<file path="src/logic/pmmsi_pkg.sv">
// constants for the power-management and message-interrupt register bank
package pmmsi_pkg;
    // configuration dword byte addresses
    localparam logic [7:0] OFS_PM_CSR = 8'h44;
    localparam logic [7:0] OFS_MSI_CAP = 8'h4C;
    localparam logic [7:0] OFS_MSI_ADDR_LO = 8'h50;
    localparam logic [7:0] OFS_MSI_ADDR_HI = 8'h54;
    localparam logic [7:0] OFS_MSI_DATA = 8'h58;
    // field positions, dword at 44h
    localparam int POS_SKIP_RST = 3;
    localparam int POS_PME_EN = 8;
    localparam int POS_DSEL_LO = 9;
    localparam int POS_PME_STS = 15;
    localparam int POS_B2B3 = 22;
    localparam int POS_BPCC = 23;
    localparam int POS_PDATA_LO = 24;
    // field positions, dword at 4Ch
    localparam int POS_NEXT_LO = 8;
    localparam int POS_MSI_EN = 16;
    localparam int POS_MMC_LO = 17;
    localparam int POS_MME_LO = 20;
    localparam int POS_ADDR64 = 23;
    // constant field values
    localparam logic [7:0] MSI_CAP_ID = 8'h05;
    localparam logic [7:0] MSI_NEXT_PTR = 8'h64;
    localparam logic [2:0] MSI_MMC = 3'h2;
    localparam logic ADDR64_CAP = 1'b1;
    localparam logic SKIP_RST_DFLT = 1'b1;
    localparam logic [7:0] PDATA_DFLT = 8'h00;
    // power states
    localparam logic [1:0] PS_D0 = 2'h0;
    localparam logic [1:0] PS_D3HOT = 2'h3;
    typedef enum logic [1:0] {
        PMMSI_IDLE,
        PMMSI_SEND
    } pmmsi_irq_st_t;
endpackage

</file>
<file path="src/logic/pmmsi_regs.sv">
// power-management control/status and message-interrupt capability registers
// Behaviour
// - skip-internal-reset flag read-only, default one, loadable
// - flag zero: reset port on D3hot to D0
// - sticky power-event enable gates event messages
// - four-bit data select, read-only eight-bit data
// - power-event status always reads zero
// - bridge extension bits 22, 23 read zero
// - capability identifier 05h in low byte
// - next pointer reads 64h
// - enable zero: no message interrupts
// - enable one: messages allowed, legacy INTx stopped
// - 64-bit address capable bit reads one
// - address bits 31:2 writable, 1:0 zero
// - upper address writable, used when 64-bit capable
`timescale 1ns/10ps
module pmmsi_regs (
    // clock and reset
    input wire logic core_clk,
    input wire logic arst_n,
    input wire logic sticky_rst_n,
    // configuration access
    input wire logic cfg_wr,
    input wire logic cfg_rd,
    input wire logic [7:0] cfg_addr,
    input wire logic [3:0] cfg_be,
    input wire logic [31:0] cfg_wdata,
    output logic [31:0] cfg_rdata,
    output logic cfg_rvalid,
    // default loading from serial bus or eeprom
    input wire logic ld_strobe,
    input wire logic ld_skip_rst,
    input wire logic [7:0] ld_pdata,
    // power state and events
    input wire logic [1:0] power_state,
    input wire logic pm_event,
    output logic pme_msg_req,
    output logic port_soft_rst,
    // interrupt source and message write
    input wire logic irq_req,
    output logic intx_assert,
    output logic msi_wr_req,
    input wire logic msi_wr_ack,
    output logic [63:0] msi_wr_addr,
    output logic [31:0] msi_wr_data
);
    logic skip_rst;
    logic pme_en;
    logic [3:0] data_sel;
    logic [7:0] pdata;
    logic msi_en;
    logic [2:0] mme;
    logic [29:0] addr_lo;
    logic [31:0] addr_hi;
    logic [15:0] msg_data;
    logic [1:0] prev_state;
    logic irq_prev;
    pmmsi_pkg::pmmsi_irq_st_t irq_st;

    // merge a byte-enabled write into an old value
    function automatic logic [31:0] be_merge(input logic [31:0] old_v,
            input logic [31:0] new_v, input logic [3:0] be);
        logic [31:0] r;
        r = old_v;
        for (int i = 0; i < 4; i++) begin
            if (be[i]) begin
                r[i*8 +: 8] = new_v[i*8 +: 8];
            end
        end
        return r;
    endfunction

    // write strobe aimed at one dword
    function automatic logic wr_hit(input logic wr, input logic [7:0] addr,
            input logic [7:0] ofs);
        return wr && addr == ofs;
    endfunction

    // message address low dword, bits 1:0 always clear
    function automatic logic [31:0] lo_word(input logic [29:0] a);
        return {a, 2'h0};
    endfunction

    // message data dword, upper half reserved
    function automatic logic [31:0] dat_word(input logic [15:0] d);
        return {16'h0000, d};
    endfunction

    logic [31:0] pm_word;
    logic [31:0] cap_word;
    logic [31:0] next_rdata;
    logic [31:0] wm_pm;
    logic [31:0] wm_cap;
    logic [31:0] wm_lo;
    logic [31:0] wm_hi;
    logic [31:0] wm_dat;

    always_comb begin
        pm_word = '0;
        pm_word[pmmsi_pkg::POS_SKIP_RST] = skip_rst;
        pm_word[pmmsi_pkg::POS_PME_EN] = pme_en;
        pm_word[pmmsi_pkg::POS_DSEL_LO +: 4] = data_sel;
        pm_word[pmmsi_pkg::POS_PME_STS] = 1'b0;
        pm_word[pmmsi_pkg::POS_B2B3] = 1'b0;
        pm_word[pmmsi_pkg::POS_BPCC] = 1'b0;
        pm_word[pmmsi_pkg::POS_PDATA_LO +: 8] = pdata;
    end

    // capability header and message control dword
    always_comb begin
        cap_word = '0;
        cap_word[7:0] = pmmsi_pkg::MSI_CAP_ID;
        cap_word[pmmsi_pkg::POS_NEXT_LO +: 8] = pmmsi_pkg::MSI_NEXT_PTR;
        cap_word[pmmsi_pkg::POS_MSI_EN] = msi_en;
        cap_word[pmmsi_pkg::POS_MMC_LO +: 3] = pmmsi_pkg::MSI_MMC;
        cap_word[pmmsi_pkg::POS_MME_LO +: 3] = mme;
        cap_word[pmmsi_pkg::POS_ADDR64] = pmmsi_pkg::ADDR64_CAP;
    end

    always_comb begin
        unique case (cfg_addr)
            pmmsi_pkg::OFS_PM_CSR: next_rdata = pm_word;
            pmmsi_pkg::OFS_MSI_CAP: next_rdata = cap_word;
            pmmsi_pkg::OFS_MSI_ADDR_LO: next_rdata = lo_word(addr_lo);
            pmmsi_pkg::OFS_MSI_ADDR_HI: next_rdata = addr_hi;
            pmmsi_pkg::OFS_MSI_DATA: next_rdata = dat_word(msg_data);
            default: next_rdata = 32'h0000_0000;
        endcase
    end

    assign wm_pm = be_merge(pm_word, cfg_wdata, cfg_be);
    assign wm_cap = be_merge(cap_word, cfg_wdata, cfg_be);
    assign wm_lo = be_merge(lo_word(addr_lo), cfg_wdata, cfg_be);
    assign wm_hi = be_merge(addr_hi, cfg_wdata, cfg_be);
    assign wm_dat = be_merge(dat_word(msg_data), cfg_wdata, cfg_be);

    // read answer: strobe echoed one cycle later
    always_ff @(posedge core_clk or negedge arst_n) begin
        if (!arst_n) begin
            cfg_rvalid <= 1'b0;
        end else begin
            cfg_rvalid <= cfg_rd;
        end
    end

    // read data holds until the next read strobe
    always_ff @(posedge core_clk or negedge arst_n) begin
        if (!arst_n) begin
            cfg_rdata <= '0;
        end else if (cfg_rd) begin
            cfg_rdata <= next_rdata;
        end
    end

    // loadable read-only defaults; host writes never reach them
    always_ff @(posedge core_clk or negedge arst_n) begin
        if (!arst_n) begin
            skip_rst <= pmmsi_pkg::SKIP_RST_DFLT;
        end else if (ld_strobe) begin
            skip_rst <= ld_skip_rst;
        end
    end

    // data field, same load path
    always_ff @(posedge core_clk or negedge arst_n) begin
        if (!arst_n) begin
            pdata <= pmmsi_pkg::PDATA_DFLT;
        end else if (ld_strobe) begin
            pdata <= ld_pdata;
        end
    end

    // sticky: survives the ordinary reset, cleared only by sticky reset
    always_ff @(posedge core_clk or negedge sticky_rst_n) begin
        if (!sticky_rst_n) begin
            pme_en <= 1'b0;
        end else if (wr_hit(cfg_wr, cfg_addr, pmmsi_pkg::OFS_PM_CSR)) begin
            pme_en <= wm_pm[pmmsi_pkg::POS_PME_EN];
        end
    end

    // host-writable fields, one block each
    always_ff @(posedge core_clk or negedge arst_n) begin
        if (!arst_n) begin
            data_sel <= '0;
        end else if (wr_hit(cfg_wr, cfg_addr, pmmsi_pkg::OFS_PM_CSR)) begin
            data_sel <= wm_pm[pmmsi_pkg::POS_DSEL_LO +: 4];
        end
    end

    // enable gates message writes and masks the legacy level
    always_ff @(posedge core_clk or negedge arst_n) begin
        if (!arst_n) begin
            msi_en <= 1'b0;
        end else if (wr_hit(cfg_wr, cfg_addr, pmmsi_pkg::OFS_MSI_CAP)) begin
            msi_en <= wm_cap[pmmsi_pkg::POS_MSI_EN];
        end
    end

    // stored for software only; a single vector is always sent
    always_ff @(posedge core_clk or negedge arst_n) begin
        if (!arst_n) begin
            mme <= '0;
        end else if (wr_hit(cfg_wr, cfg_addr, pmmsi_pkg::OFS_MSI_CAP)) begin
            mme <= wm_cap[pmmsi_pkg::POS_MME_LO +: 3];
        end
    end

    // message target, low dword aligned
    always_ff @(posedge core_clk or negedge arst_n) begin
        if (!arst_n) begin
            addr_lo <= '0;
        end else if (wr_hit(cfg_wr, cfg_addr,
                pmmsi_pkg::OFS_MSI_ADDR_LO)) begin
            addr_lo <= wm_lo[31:2];
        end
    end

    always_ff @(posedge core_clk or negedge arst_n) begin
        if (!arst_n) begin
            addr_hi <= '0;
        end else if (wr_hit(cfg_wr, cfg_addr,
                pmmsi_pkg::OFS_MSI_ADDR_HI)) begin
            addr_hi <= wm_hi;
        end
    end

    always_ff @(posedge core_clk or negedge arst_n) begin
        if (!arst_n) begin
            msg_data <= '0;
        end else if (wr_hit(cfg_wr, cfg_addr, pmmsi_pkg::OFS_MSI_DATA)) begin
            msg_data <= wm_dat[15:0];
        end
    end

    // power-state history for the exit detector
    always_ff @(posedge core_clk or negedge arst_n) begin
        if (!arst_n) begin
            prev_state <= pmmsi_pkg::PS_D0;
        end else begin
            prev_state <= power_state;
        end
    end

    logic d3_exit;
    assign d3_exit = prev_state == pmmsi_pkg::PS_D3HOT &&
        power_state == pmmsi_pkg::PS_D0;

    // one-cycle internal reset, suppressed by the skip flag
    always_ff @(posedge core_clk or negedge arst_n) begin
        if (!arst_n) begin
            port_soft_rst <= 1'b0;
        end else begin
            port_soft_rst <= d3_exit && !skip_rst;
        end
    end

    // power-event message request, one cycle per event
    always_ff @(posedge core_clk or negedge arst_n) begin
        if (!arst_n) begin
            pme_msg_req <= 1'b0;
        end else begin
            pme_msg_req <= pm_event && pme_en;
        end
    end

    // request history for the rising-edge detector
    always_ff @(posedge core_clk or negedge arst_n) begin
        if (!arst_n) begin
            irq_prev <= 1'b0;
        end else begin
            irq_prev <= irq_req;
        end
    end

    // legacy level only while messages are off
    always_ff @(posedge core_clk or negedge arst_n) begin
        if (!arst_n) begin
            intx_assert <= 1'b0;
        end else begin
            intx_assert <= irq_req && !msi_en;
        end
    end

    logic msi_fire;
    logic [31:0] next_msi_hi;
    logic [63:0] next_msi_addr;
    logic [31:0] next_msi_data;

    // only a new request met while idle starts a write;
    // edges during a pending write are dropped
    assign msi_fire = irq_st == pmmsi_pkg::PMMSI_IDLE && msi_en &&
        irq_req && !irq_prev;

    // upper half only when 64-bit capable
    assign next_msi_hi = pmmsi_pkg::ADDR64_CAP ? addr_hi : 32'h0000_0000;
    assign next_msi_addr = {next_msi_hi, lo_word(addr_lo)};
    assign next_msi_data = dat_word(msg_data);

    // message sequencer
    always_ff @(posedge core_clk or negedge arst_n) begin
        if (!arst_n) begin
            irq_st <= pmmsi_pkg::PMMSI_IDLE;
        end else begin
            unique case (irq_st)
                pmmsi_pkg::PMMSI_IDLE: begin
                    if (msi_fire) begin
                        irq_st <= pmmsi_pkg::PMMSI_SEND;
                    end
                end
                pmmsi_pkg::PMMSI_SEND: begin
                    if (msi_wr_ack) begin
                        irq_st <= pmmsi_pkg::PMMSI_IDLE;
                    end
                end
                default: irq_st <= pmmsi_pkg::PMMSI_IDLE;
            endcase
        end
    end

    // request held until the completer answers
    always_ff @(posedge core_clk or negedge arst_n) begin
        if (!arst_n) begin
            msi_wr_req <= 1'b0;
        end else if (msi_fire) begin
            msi_wr_req <= 1'b1;
        end else if (msi_wr_ack) begin
            msi_wr_req <= 1'b0;
        end
    end

    // address and data frozen for the whole handshake
    always_ff @(posedge core_clk or negedge arst_n) begin
        if (!arst_n) begin
            msi_wr_addr <= '0;
            msi_wr_data <= '0;
        end else if (msi_fire) begin
            msi_wr_addr <= next_msi_addr;
            msi_wr_data <= next_msi_data;
        end
    end
endmodule

</file>
<file path="config.mk">
export PLATFORM = sky130hd
export DESIGN_NAME = pmmsi_regs
export DESIGN_NICKNAME = d
export VERILOG_FILES = /design/src/logic/pmmsi_pkg.sv /design/src/logic/pmmsi_regs.sv
export SDC_FILE = /design/constraint.sdc
export NUM_CORES = 1
export LEC_CHECK = 0
export BUFFER_PORTS_ARGS = -buffer_cell sky130_fd_sc_hd__buf_4
export CAP_MARGIN = 10
export CORE_MARGIN = 3
export CORE_UTILIZATION = 45
export DETAILED_ROUTE_END_ITERATION = 6
export PLACE_DENSITY = 0.68
export SYNTH_ARGS = -nofsm -noshare
export SYNTH_HDL_FRONTEND = slang
export SYNTH_SLANG_ARGS = --single-unit
</file>
<file path="constraint.sdc">
create_clock -name core_clk -period 4.5 [get_ports core_clk]
set_clock_uncertainty 0.1 [all_clocks]
set_input_delay 0.9 -clock core_clk [delete_from_list [all_inputs] [get_ports core_clk]]
set_output_delay 0.9 -clock core_clk [all_outputs]
set_load 0.05 [all_outputs]
</file>
==> results of run 1 <==
[state kept, by name, summed over array words and instances (netlist names), 4 cells and up]
| register | flops |
|---|---|
| addr_lo | 30 |
| msi_wr_addr | 62 |
| pdata | 8 |
| msi_wr_data | 16 |
| cfg_rdata | 32 |
| msg_data | 16 |
| data_sel | 4 |
| addr_hi | 32 |
[logic make-up after synthesis]
| family | after synthesis | share of synthesized area |
|---|---|---|
| and+or+nand+nor | 35 | 0.0349 |
| DFF | 215 | 0.603 |
| other | 1 | 0.000420 |
| buffers and inverters | 87 | 0.0481 |
| AOI/OAI and AO/OA | 79 | 0.0631 |
| muxes | 201 | 0.251 |
[area by class of cell]
cell class	instances	area [um^2]	area share
Inverter	37	139	0.0124
Multi-Input combinational cell	333	3200	0.286
Clock buffer	30	632	0.0564
Tap cell	260	325	0.0290
Sequential cell	215	5380	0.480
Timing Repair Buffer	183	1410	0.125
Clock inverter	8	124	0.0111
[layer usage]
| layer | track usage | vias up | part of all wire |
|---|---|---|---|
| li1 | - | 2555 | - |
| met1 | 0.269 | 2958 | 0.42 |
| met2 | 0.334 | 189 | 0.49 |
| met3 | 0.0435 | 34 | 0.063 |
| met4 | 0.0541 | 0 | 0.022 |
| met5 | 0 | - | 0 |
[stage by stage]
stage | util | instance area (um^2) | hold WS [ns]
finish | 0.587 | 11200 | 0.0781
global route | 0.587 | 11200 | 0.0527
CTS | 0.587 | 11200 | 0.0594
detailed placement | 0.548 | 10500 | 0.379
global placement | 0.548 | 10500 | 0.366
floorplan | - | 8990 | 0.332
[worst max-delay path, cell delays in order]
cell	delay [ns]
buf_4	0.39
o21ai_0	0.16
a31oi_1	0.21
nand3_2	0.71
o22ai_1	0.37
[final timing paths]
kind / start / end / slack, ns / cells after the start
max in group asynchronous: arst_n / skip_rst$_DFFE_PN1P_ / 2.83 / 2
worst max register to register: irq_st[0]$_DFFE_PN0P_ / msi_wr_data[2]$_DFFE_PN0P_ / 2.62 / 3
worst min-delay path: sticky_rst_n / pme_en$_DFFE_PN0P_ / 0.08 / 1
min in group core_clk: prev_state[1]$_DFF_PN0_ / port_soft_rst$_DFF_PN0_ / 0.39 / 2
worst max-delay path: cfg_rd / cfg_rdata[26]$_DFFE_PN0P_ / 2.02 / 5
worst min register to register: prev_state[1]$_DFF_PN0_ / port_soft_rst$_DFF_PN0_ / 0.39 / 2
[power groups by stage]
stage          clock network (W)  logic (W)  registers [W]
2_1_floorplan                  0   0.000127        0.00204
3_3_place_gp                   0   0.000254        0.00203
4_1_cts                  0.00194   0.000260        0.00200
3_5_place_dp                   0   0.000260        0.00203
5_1_grt                  0.00202   0.000278        0.00200
6_report                 0.00189   0.000257        0.00200
[cells in the final DEF, fill, tap and decap left out, types with 6 or more instances in the layout]
master	count
dfrtp_1	214
buf_4	180
mux2_2	176
inv_1	37
o22ai_1	33
clkbuf_16	23
mux2i_1	19
conb_1	18
a22oi_1	15
a2bb2oi_1	8
mux2_1	6
==> impl_metrics.csv, run 1 <==
group,metric,value,unit
placed_design,port_buffers,178,
finish,area_growth,25.5,%
sta,finalHoldViolations,0,
finish,drive_above_1_share,0.505,
drt,first_iter_violations,275,
placed_design,place_hpwl,14.9,mm
power,irDropWorstVdd,208,uV
placed_design,place_congestion,0.794,
logic_synthesis,ys_warn_count,0,
logic_synthesis,yosysMostFrequentCell,"dfrtp_1",
clock_tree,postCtsSetupBuffers,0,
worst_setup_path,required,4.79,ns
floorplan,die_y,147,um
floorplan,die-area,21600,um^2
clock_tree,clk_pin_slew_worst_paths,0.06,ns
grt,grt_usage,0.201,
clock_tree,ctsRootBufferMaster,"clkbuf_16",
sta,setup_viol,0,
worst_setup_path,critical_path_peak_fanout,34,
sta,slew_headroom,0.314,
sta,fin_ws,2.02,ns
power,powerDensity,370,nW/um^2
drt,vias,5736,
finish,fill_cells,1542,
finish,instances_no_fill,1066,
logic_synthesis,async_reset_ff_frac,1.00,
power,p_switching,0.000926,W
drt,antenna_left,0,
clock_tree,cts.sinks,215,
grt,antenna_found_initial,0,
logic_synthesis,synth_area,8930,um^2
drt,drc,0,
drt,drtPass1Iterations,5,
worst_setup_path,start_kind,"input pin",
job,maxCapViolCount,0,
worst_setup_path,critPathArrivalTime,2.77,ns
grt,grt_start_max_net_pins,131,
logic_synthesis,synth_top_cell_area_share,0.600,
grt,grt_pass1_vias,6139,
worst_setup_path,setup.worst_path.end_class,"flip-flop",
finish,antennaDiodeCount,0,
hold_path,hp-class,"in -> async",
floorplan,start_util,0.468,
grt,grt_pass1_wl,34.6,mm
grt,overflow,0,
logic_synthesis,synth_cells,618,
clock_tree,tritoncts,"done",
logic_synthesis,ys_ff_latch,215,
clock_tree,cts_hold_buffers,0,
logic_synthesis,synth_top_area_cell,"dfrtp_1",
finish,nNetsFinal,857,
placed_design,dp_slack,1.52,ns
logic_synthesis,synth_edf_count,0,
logic_synthesis,synth.avg_cell_area,14.4,um^2
power,p_seq_frac,0.482,
floorplan,coreArea,19100,um^2
floorplan,die_width,147,um
worst_setup_path,path_class,"in -> reg",
power,power.internal,0.00322,W
sta,finalSetupTns,0,ns
logic_synthesis,synth_area_leaders,"dfrtp_1, mux2_2, o22ai_1",
power,power,0.00415,W
drt,via_per_inst,5.38,
sta,tightest_slew,1.03,ns
clock_tree,clk_latency,0.50,ns
power,pwr-share-clk,0.456,
drt,routed_wl,21.8,mm
drt,wl_per_cell,20.4,um
floorplan,std_cell_rows,50,
logic_synthesis,synth_cell_types,41,
clock_tree,ctsHtreeMaxLevel,1,
sta,rsz0062_at_grt,"no",
sta,fmax,0.404,GHz
power,sw_frac_of_total,0.223,
logic_synthesis,yosys-top-cells-count,"dfrtp_1, mux2_2, inv_1",
clock_tree,ctsLongestPathBuffers,3,
logic_synthesis,synthFlopType,"dfrtp_1",
sta,period_minus_slack,2.48,ns
clock_tree,ctsResizeCount,0,
power,combPwrFrac,0.062,
logic_synthesis,yosysSeqAreaShare,0.603,
outcome,status,"finished clean",
floorplan,ios,197,
placed_design,dp.cells,1028,
sta,slew_violations,0,
clock_tree,cts_buffers,23,
sta,period_share,0.550,
power,leakage,5.69,nW
Note: power is estimated with default switching activity, not from simulation.
==> run 2: changes to the inputs <==
--- a/config.mk
+++ b/config.mk
@@ -5,6 +5,7 @@
 export SDC_FILE = /design/constraint.sdc
 export NUM_CORES = 1
 export LEC_CHECK = 0
+export ABC_AREA = 1
 export BUFFER_PORTS_ARGS = -buffer_cell sky130_fd_sc_hd__buf_4
 export CAP_MARGIN = 10
 export CORE_MARGIN = 3
==> constraint.sdc (replaced) <==
create_clock -name core_clk -period 2.3 [get_ports core_clk]
set_clock_uncertainty 0.1 [all_clocks]
set_input_delay 0.46 -clock core_clk [delete_from_list [all_inputs] [get_ports core_clk]]
set_output_delay 0.46 -clock core_clk [all_outputs]
set_load 0.05 [all_outputs]
==> run 2 against run 1 <==
  * Routed wire length rose by 7.6%
  * Critical path type unchanged
  * Worst hold slack got worse by 0.030 ns
  * Die area up 2.4%
  * Sequential share of layout area decreased by 1.8 points
  * Synthesized area increased by 2.5%
  * Design area is 3.9% higher
  * Clock power increased by 120%
  * Non-clock buffer count is 18 higher
==> impl_metrics.csv, run 2 <==
group,metric,value,unit
hold_path,hp-class,"in -> reg",
clock_tree,cts.sinks,215,
finish,reg_top3,"msi_wr_addr (62), addr_hi (32), cfg_rdata (32)",
outcome,status,"finished clean",
sta,finalSetupTns,0,ns
grt,overflow,0,
clock_tree,postCtsSetupBuffers,0,
sta,rsz0062_at_grt,"no",
logic_synthesis,synthFlopType,"dfrtp_1",
sta,finalHoldViolations,0,
placed_design,dp_slack,0.321,ns
grt,gr-usage-met1,0.312,
worst_setup_path,path_cells,"dlygate4sd3_1, buf_4, nand3_4, buf_12, mux2_2",
drt,routed_wl,23.4,mm
drt,first_iter_violations,333,
power,p_seq_frac,0.452,
drt,antenna_left,0,
floorplan,start_util,0.464,
floorplan,std_cell_rows,51,
job,maxCapViolCount,0,
logic_synthesis,synth_top_area_cell,"dfrtp_1",
power,power.internal,0.00671,W
sta,slew_headroom,0.648,
clock_tree,clk_pin_slew_worst_paths,0.06,ns
worst_setup_path,slowest_delay,0.54,ns
grt,grt_pass1_vias,6599,
grt,grt_pass1_wl,36.7,mm
placed_design,port_buffers,178,
grt,busiest_layer,"met2",
logic_synthesis,synth-compound-area-share,0.0835,
sta,tightest_slew,0.527,ns
drt,drtPass1Iterations,5,
logic_synthesis,synth_cells,869,
sta,fin_ws,0.480,ns
logic_synthesis,yosysSeqAreaShare,0.588,
finish,final_cell_mix,"nand2_1, dfrtp_1, buf_4",
logic_synthesis,synth-xor-area-share,0,
logic_synthesis,synth.avg_cell_area,10.5,um^2
worst_setup_path,critPathArrivalTime,2.11,ns
sta,period_share,0.791,
grt,grt_start_max_net_pins,96,
logic_synthesis,synthAdderAreaFrac,0,
power,irDropWorstVdd,456,uV
power,leakage,6.13,nW
grt,met2_usage,0.325,
floorplan,ios,197,
grt,grt_use_met3,0.0314,
grt,antenna_found_initial,0,
drt,wl_per_cell,17.5,um
power,sw_frac_of_total,0.224,
sta,slew_violations,0,
finish,largest_reg_flops,62,
floorplan,coreArea,19700,um^2
sta,period_minus_slack,1.82,ns
worst_setup_path,path_class,"in -> reg",
logic_synthesis,synth_cell_types,30,
drt,via_per_inst,4.97,
drt,drc,0,
power,combPwrFrac,0.060,
worst_setup_path,r2r_setup_slack,0.66,ns
finish,top_register,"msi_wr_addr",
placed_design,place_congestion,0.815,
logic_synthesis,ys_ff_latch,215,
drt,vias,6659,
logic_synthesis,synth_top_cell_area_share,0.585,
placed_design,place_hpwl,16.2,mm
clock_tree,ctsRootBufferMaster,"clkbuf_16",
clock_tree,ctsLongestPathBuffers,3,
logic_synthesis,synth_top_family_by_area,"simple AND/OR/NAND/NOR gates",
sta,fmax,0.549,GHz
clock_tree,ctsHtreeMaxLevel,1,
finish,antennaDiodeCount,0,
clock_tree,clk_latency,0.52,ns
grt,grt_usage,0.210,
logic_synthesis,synthSimpleGateAreaFrac,0.170,
logic_synthesis,yosysMostFrequentCell,"nand2_1",
worst_setup_path,required,2.59,ns
logic_synthesis,async_reset_ff_frac,1.00,
worst_setup_path,start_kind,"input pin",
worst_setup_path,setup.worst_path.end_class,"flip-flop",
floorplan,die_width,149,um
worst_setup_path,slowest_stage,"dlygate4sd3_1",
finish,drive_above_1_share,0.353,
logic_synthesis,synth_edf_count,0,
logic_synthesis,yosys-top-cells-count,"nand2_1, dfrtp_1, mux2_2",
finish,area_growth,27.2,%
worst_setup_path,critical_path_peak_fanout,95,
sta,setup_viol,0,
finish,final_common_cell,"nand2_1",
power,powerDensity,743,nW/um^2
logic_synthesis,ys_warn_count,0,
finish,nNetsFinal,1121,
floorplan,die_y,149,um
floorplan,die-area,22100,um^2
clock_tree,tritoncts,"done",
logic_synthesis,synth_area,9150,um^2
logic_synthesis,synth_area_leaders,"dfrtp_1, nand2_1, mux2_2",
power,pwr-share-clk,0.488,
power,p_switching,0.00194,W
clock_tree,cts_buffers,24,
logic_synthesis,synth.area.mux_share,0.0886,
run 2: layer usage:
| layer | wire length (um) | vias to the layer above |
|---|---|---|
| met2 | 10600 | 229 |
| li1 | - | 3196 |
| met4 | 577 | 0 |
| met1 | 10600 | 3199 |
| met5 | 0 | - |
| met3 | 1640 | 35 |
run 2: path summary, 6_finish.rpt:
check,start,endpoint,cells past startpoint
max,irq_req,msi_wr_addr[44]$_DFFE_PN0P_,5
min,pm_event,pme_msg_req$_DFF_PN0_,3
max in group asynchronous,arst_n,msi_wr_addr[14]$_DFFE_PN0P_,3
min reg2reg,cfg_rdata[3]$_DFFE_PN0P_,cfg_rdata[3]$_DFFE_PN0P_,2
min in group asynchronous,sticky_rst_n,pme_en$_DFFE_PN0P_,2
max reg2reg,msi_en$_DFFE_PN0P_,msi_wr_addr[44]$_DFFE_PN0P_,3
run 2: cell families (layout without fill, tap and decap cells):
| kind of cell | after synthesis | in the layout |
|---|---|---|
| and+or+nand+nor | 341 | 341 |
| DFF | 215 | 215 |
| buffers and inverters | 121 | 310 |
| AOI/OAI and AO/OA | 119 | 119 |
| muxes | 72 | 72 |
| other | 1 | 18 |
run 2: worst max-delay path, delay by kind of cell:
kind	cells	cell delay (ns)
buffers and inverters	3	1.04
multiplexers	1	0.40
AND/OR/NAND/NOR	1	0.08
run 2: timing repair:
item | in CTS | in global routing
hold buffers | 5 | 0
endpoints found under the hold margin | 53 | 0
resized for setup | 0 | 0
run 2: metrics by stage:
stage               instance area [um^2]  power [W]  std cells  utilization  hold slack (ns)
CTS                                11600    0.00873       1340        0.590           0.0292
global placement                   10700    0.00449       1291        0.543            0.136
global route                       11600    0.00896       1340        0.590           0.0356
floorplan                           9220    0.00424        886            -           0.0644
detailed placement                 10700    0.00450       1291        0.543            0.136
finish                             11600    0.00865       1340        0.590           0.0484
run 2: final cells by class:
cell class	count	area (um^2)
clock inverters	9	185
flip-flops and latches	215	5380
clock buffers	35	702
inverters	65	250
fillers	1681	8080
repair buffers	201	1580
multi-input cells	550	3210
well taps	265	332
run 2: power by group through the flow:
| stage | combinational [W] | clock [W] | sequential, W |
|---|---|---|---|
| 2_1_floorplan | 0.000243 | 0 | 0.00400 |
| 4_1_cts | 0.000530 | 0.00429 | 0.00391 |
| 5_1_grt | 0.000570 | 0.00447 | 0.00391 |
| 6_report | 0.000522 | 0.00422 | 0.00391 |
| 3_3_place_gp | 0.000515 | 0 | 0.00397 |
| 3_5_place_dp | 0.000521 | 0 | 0.00398 |
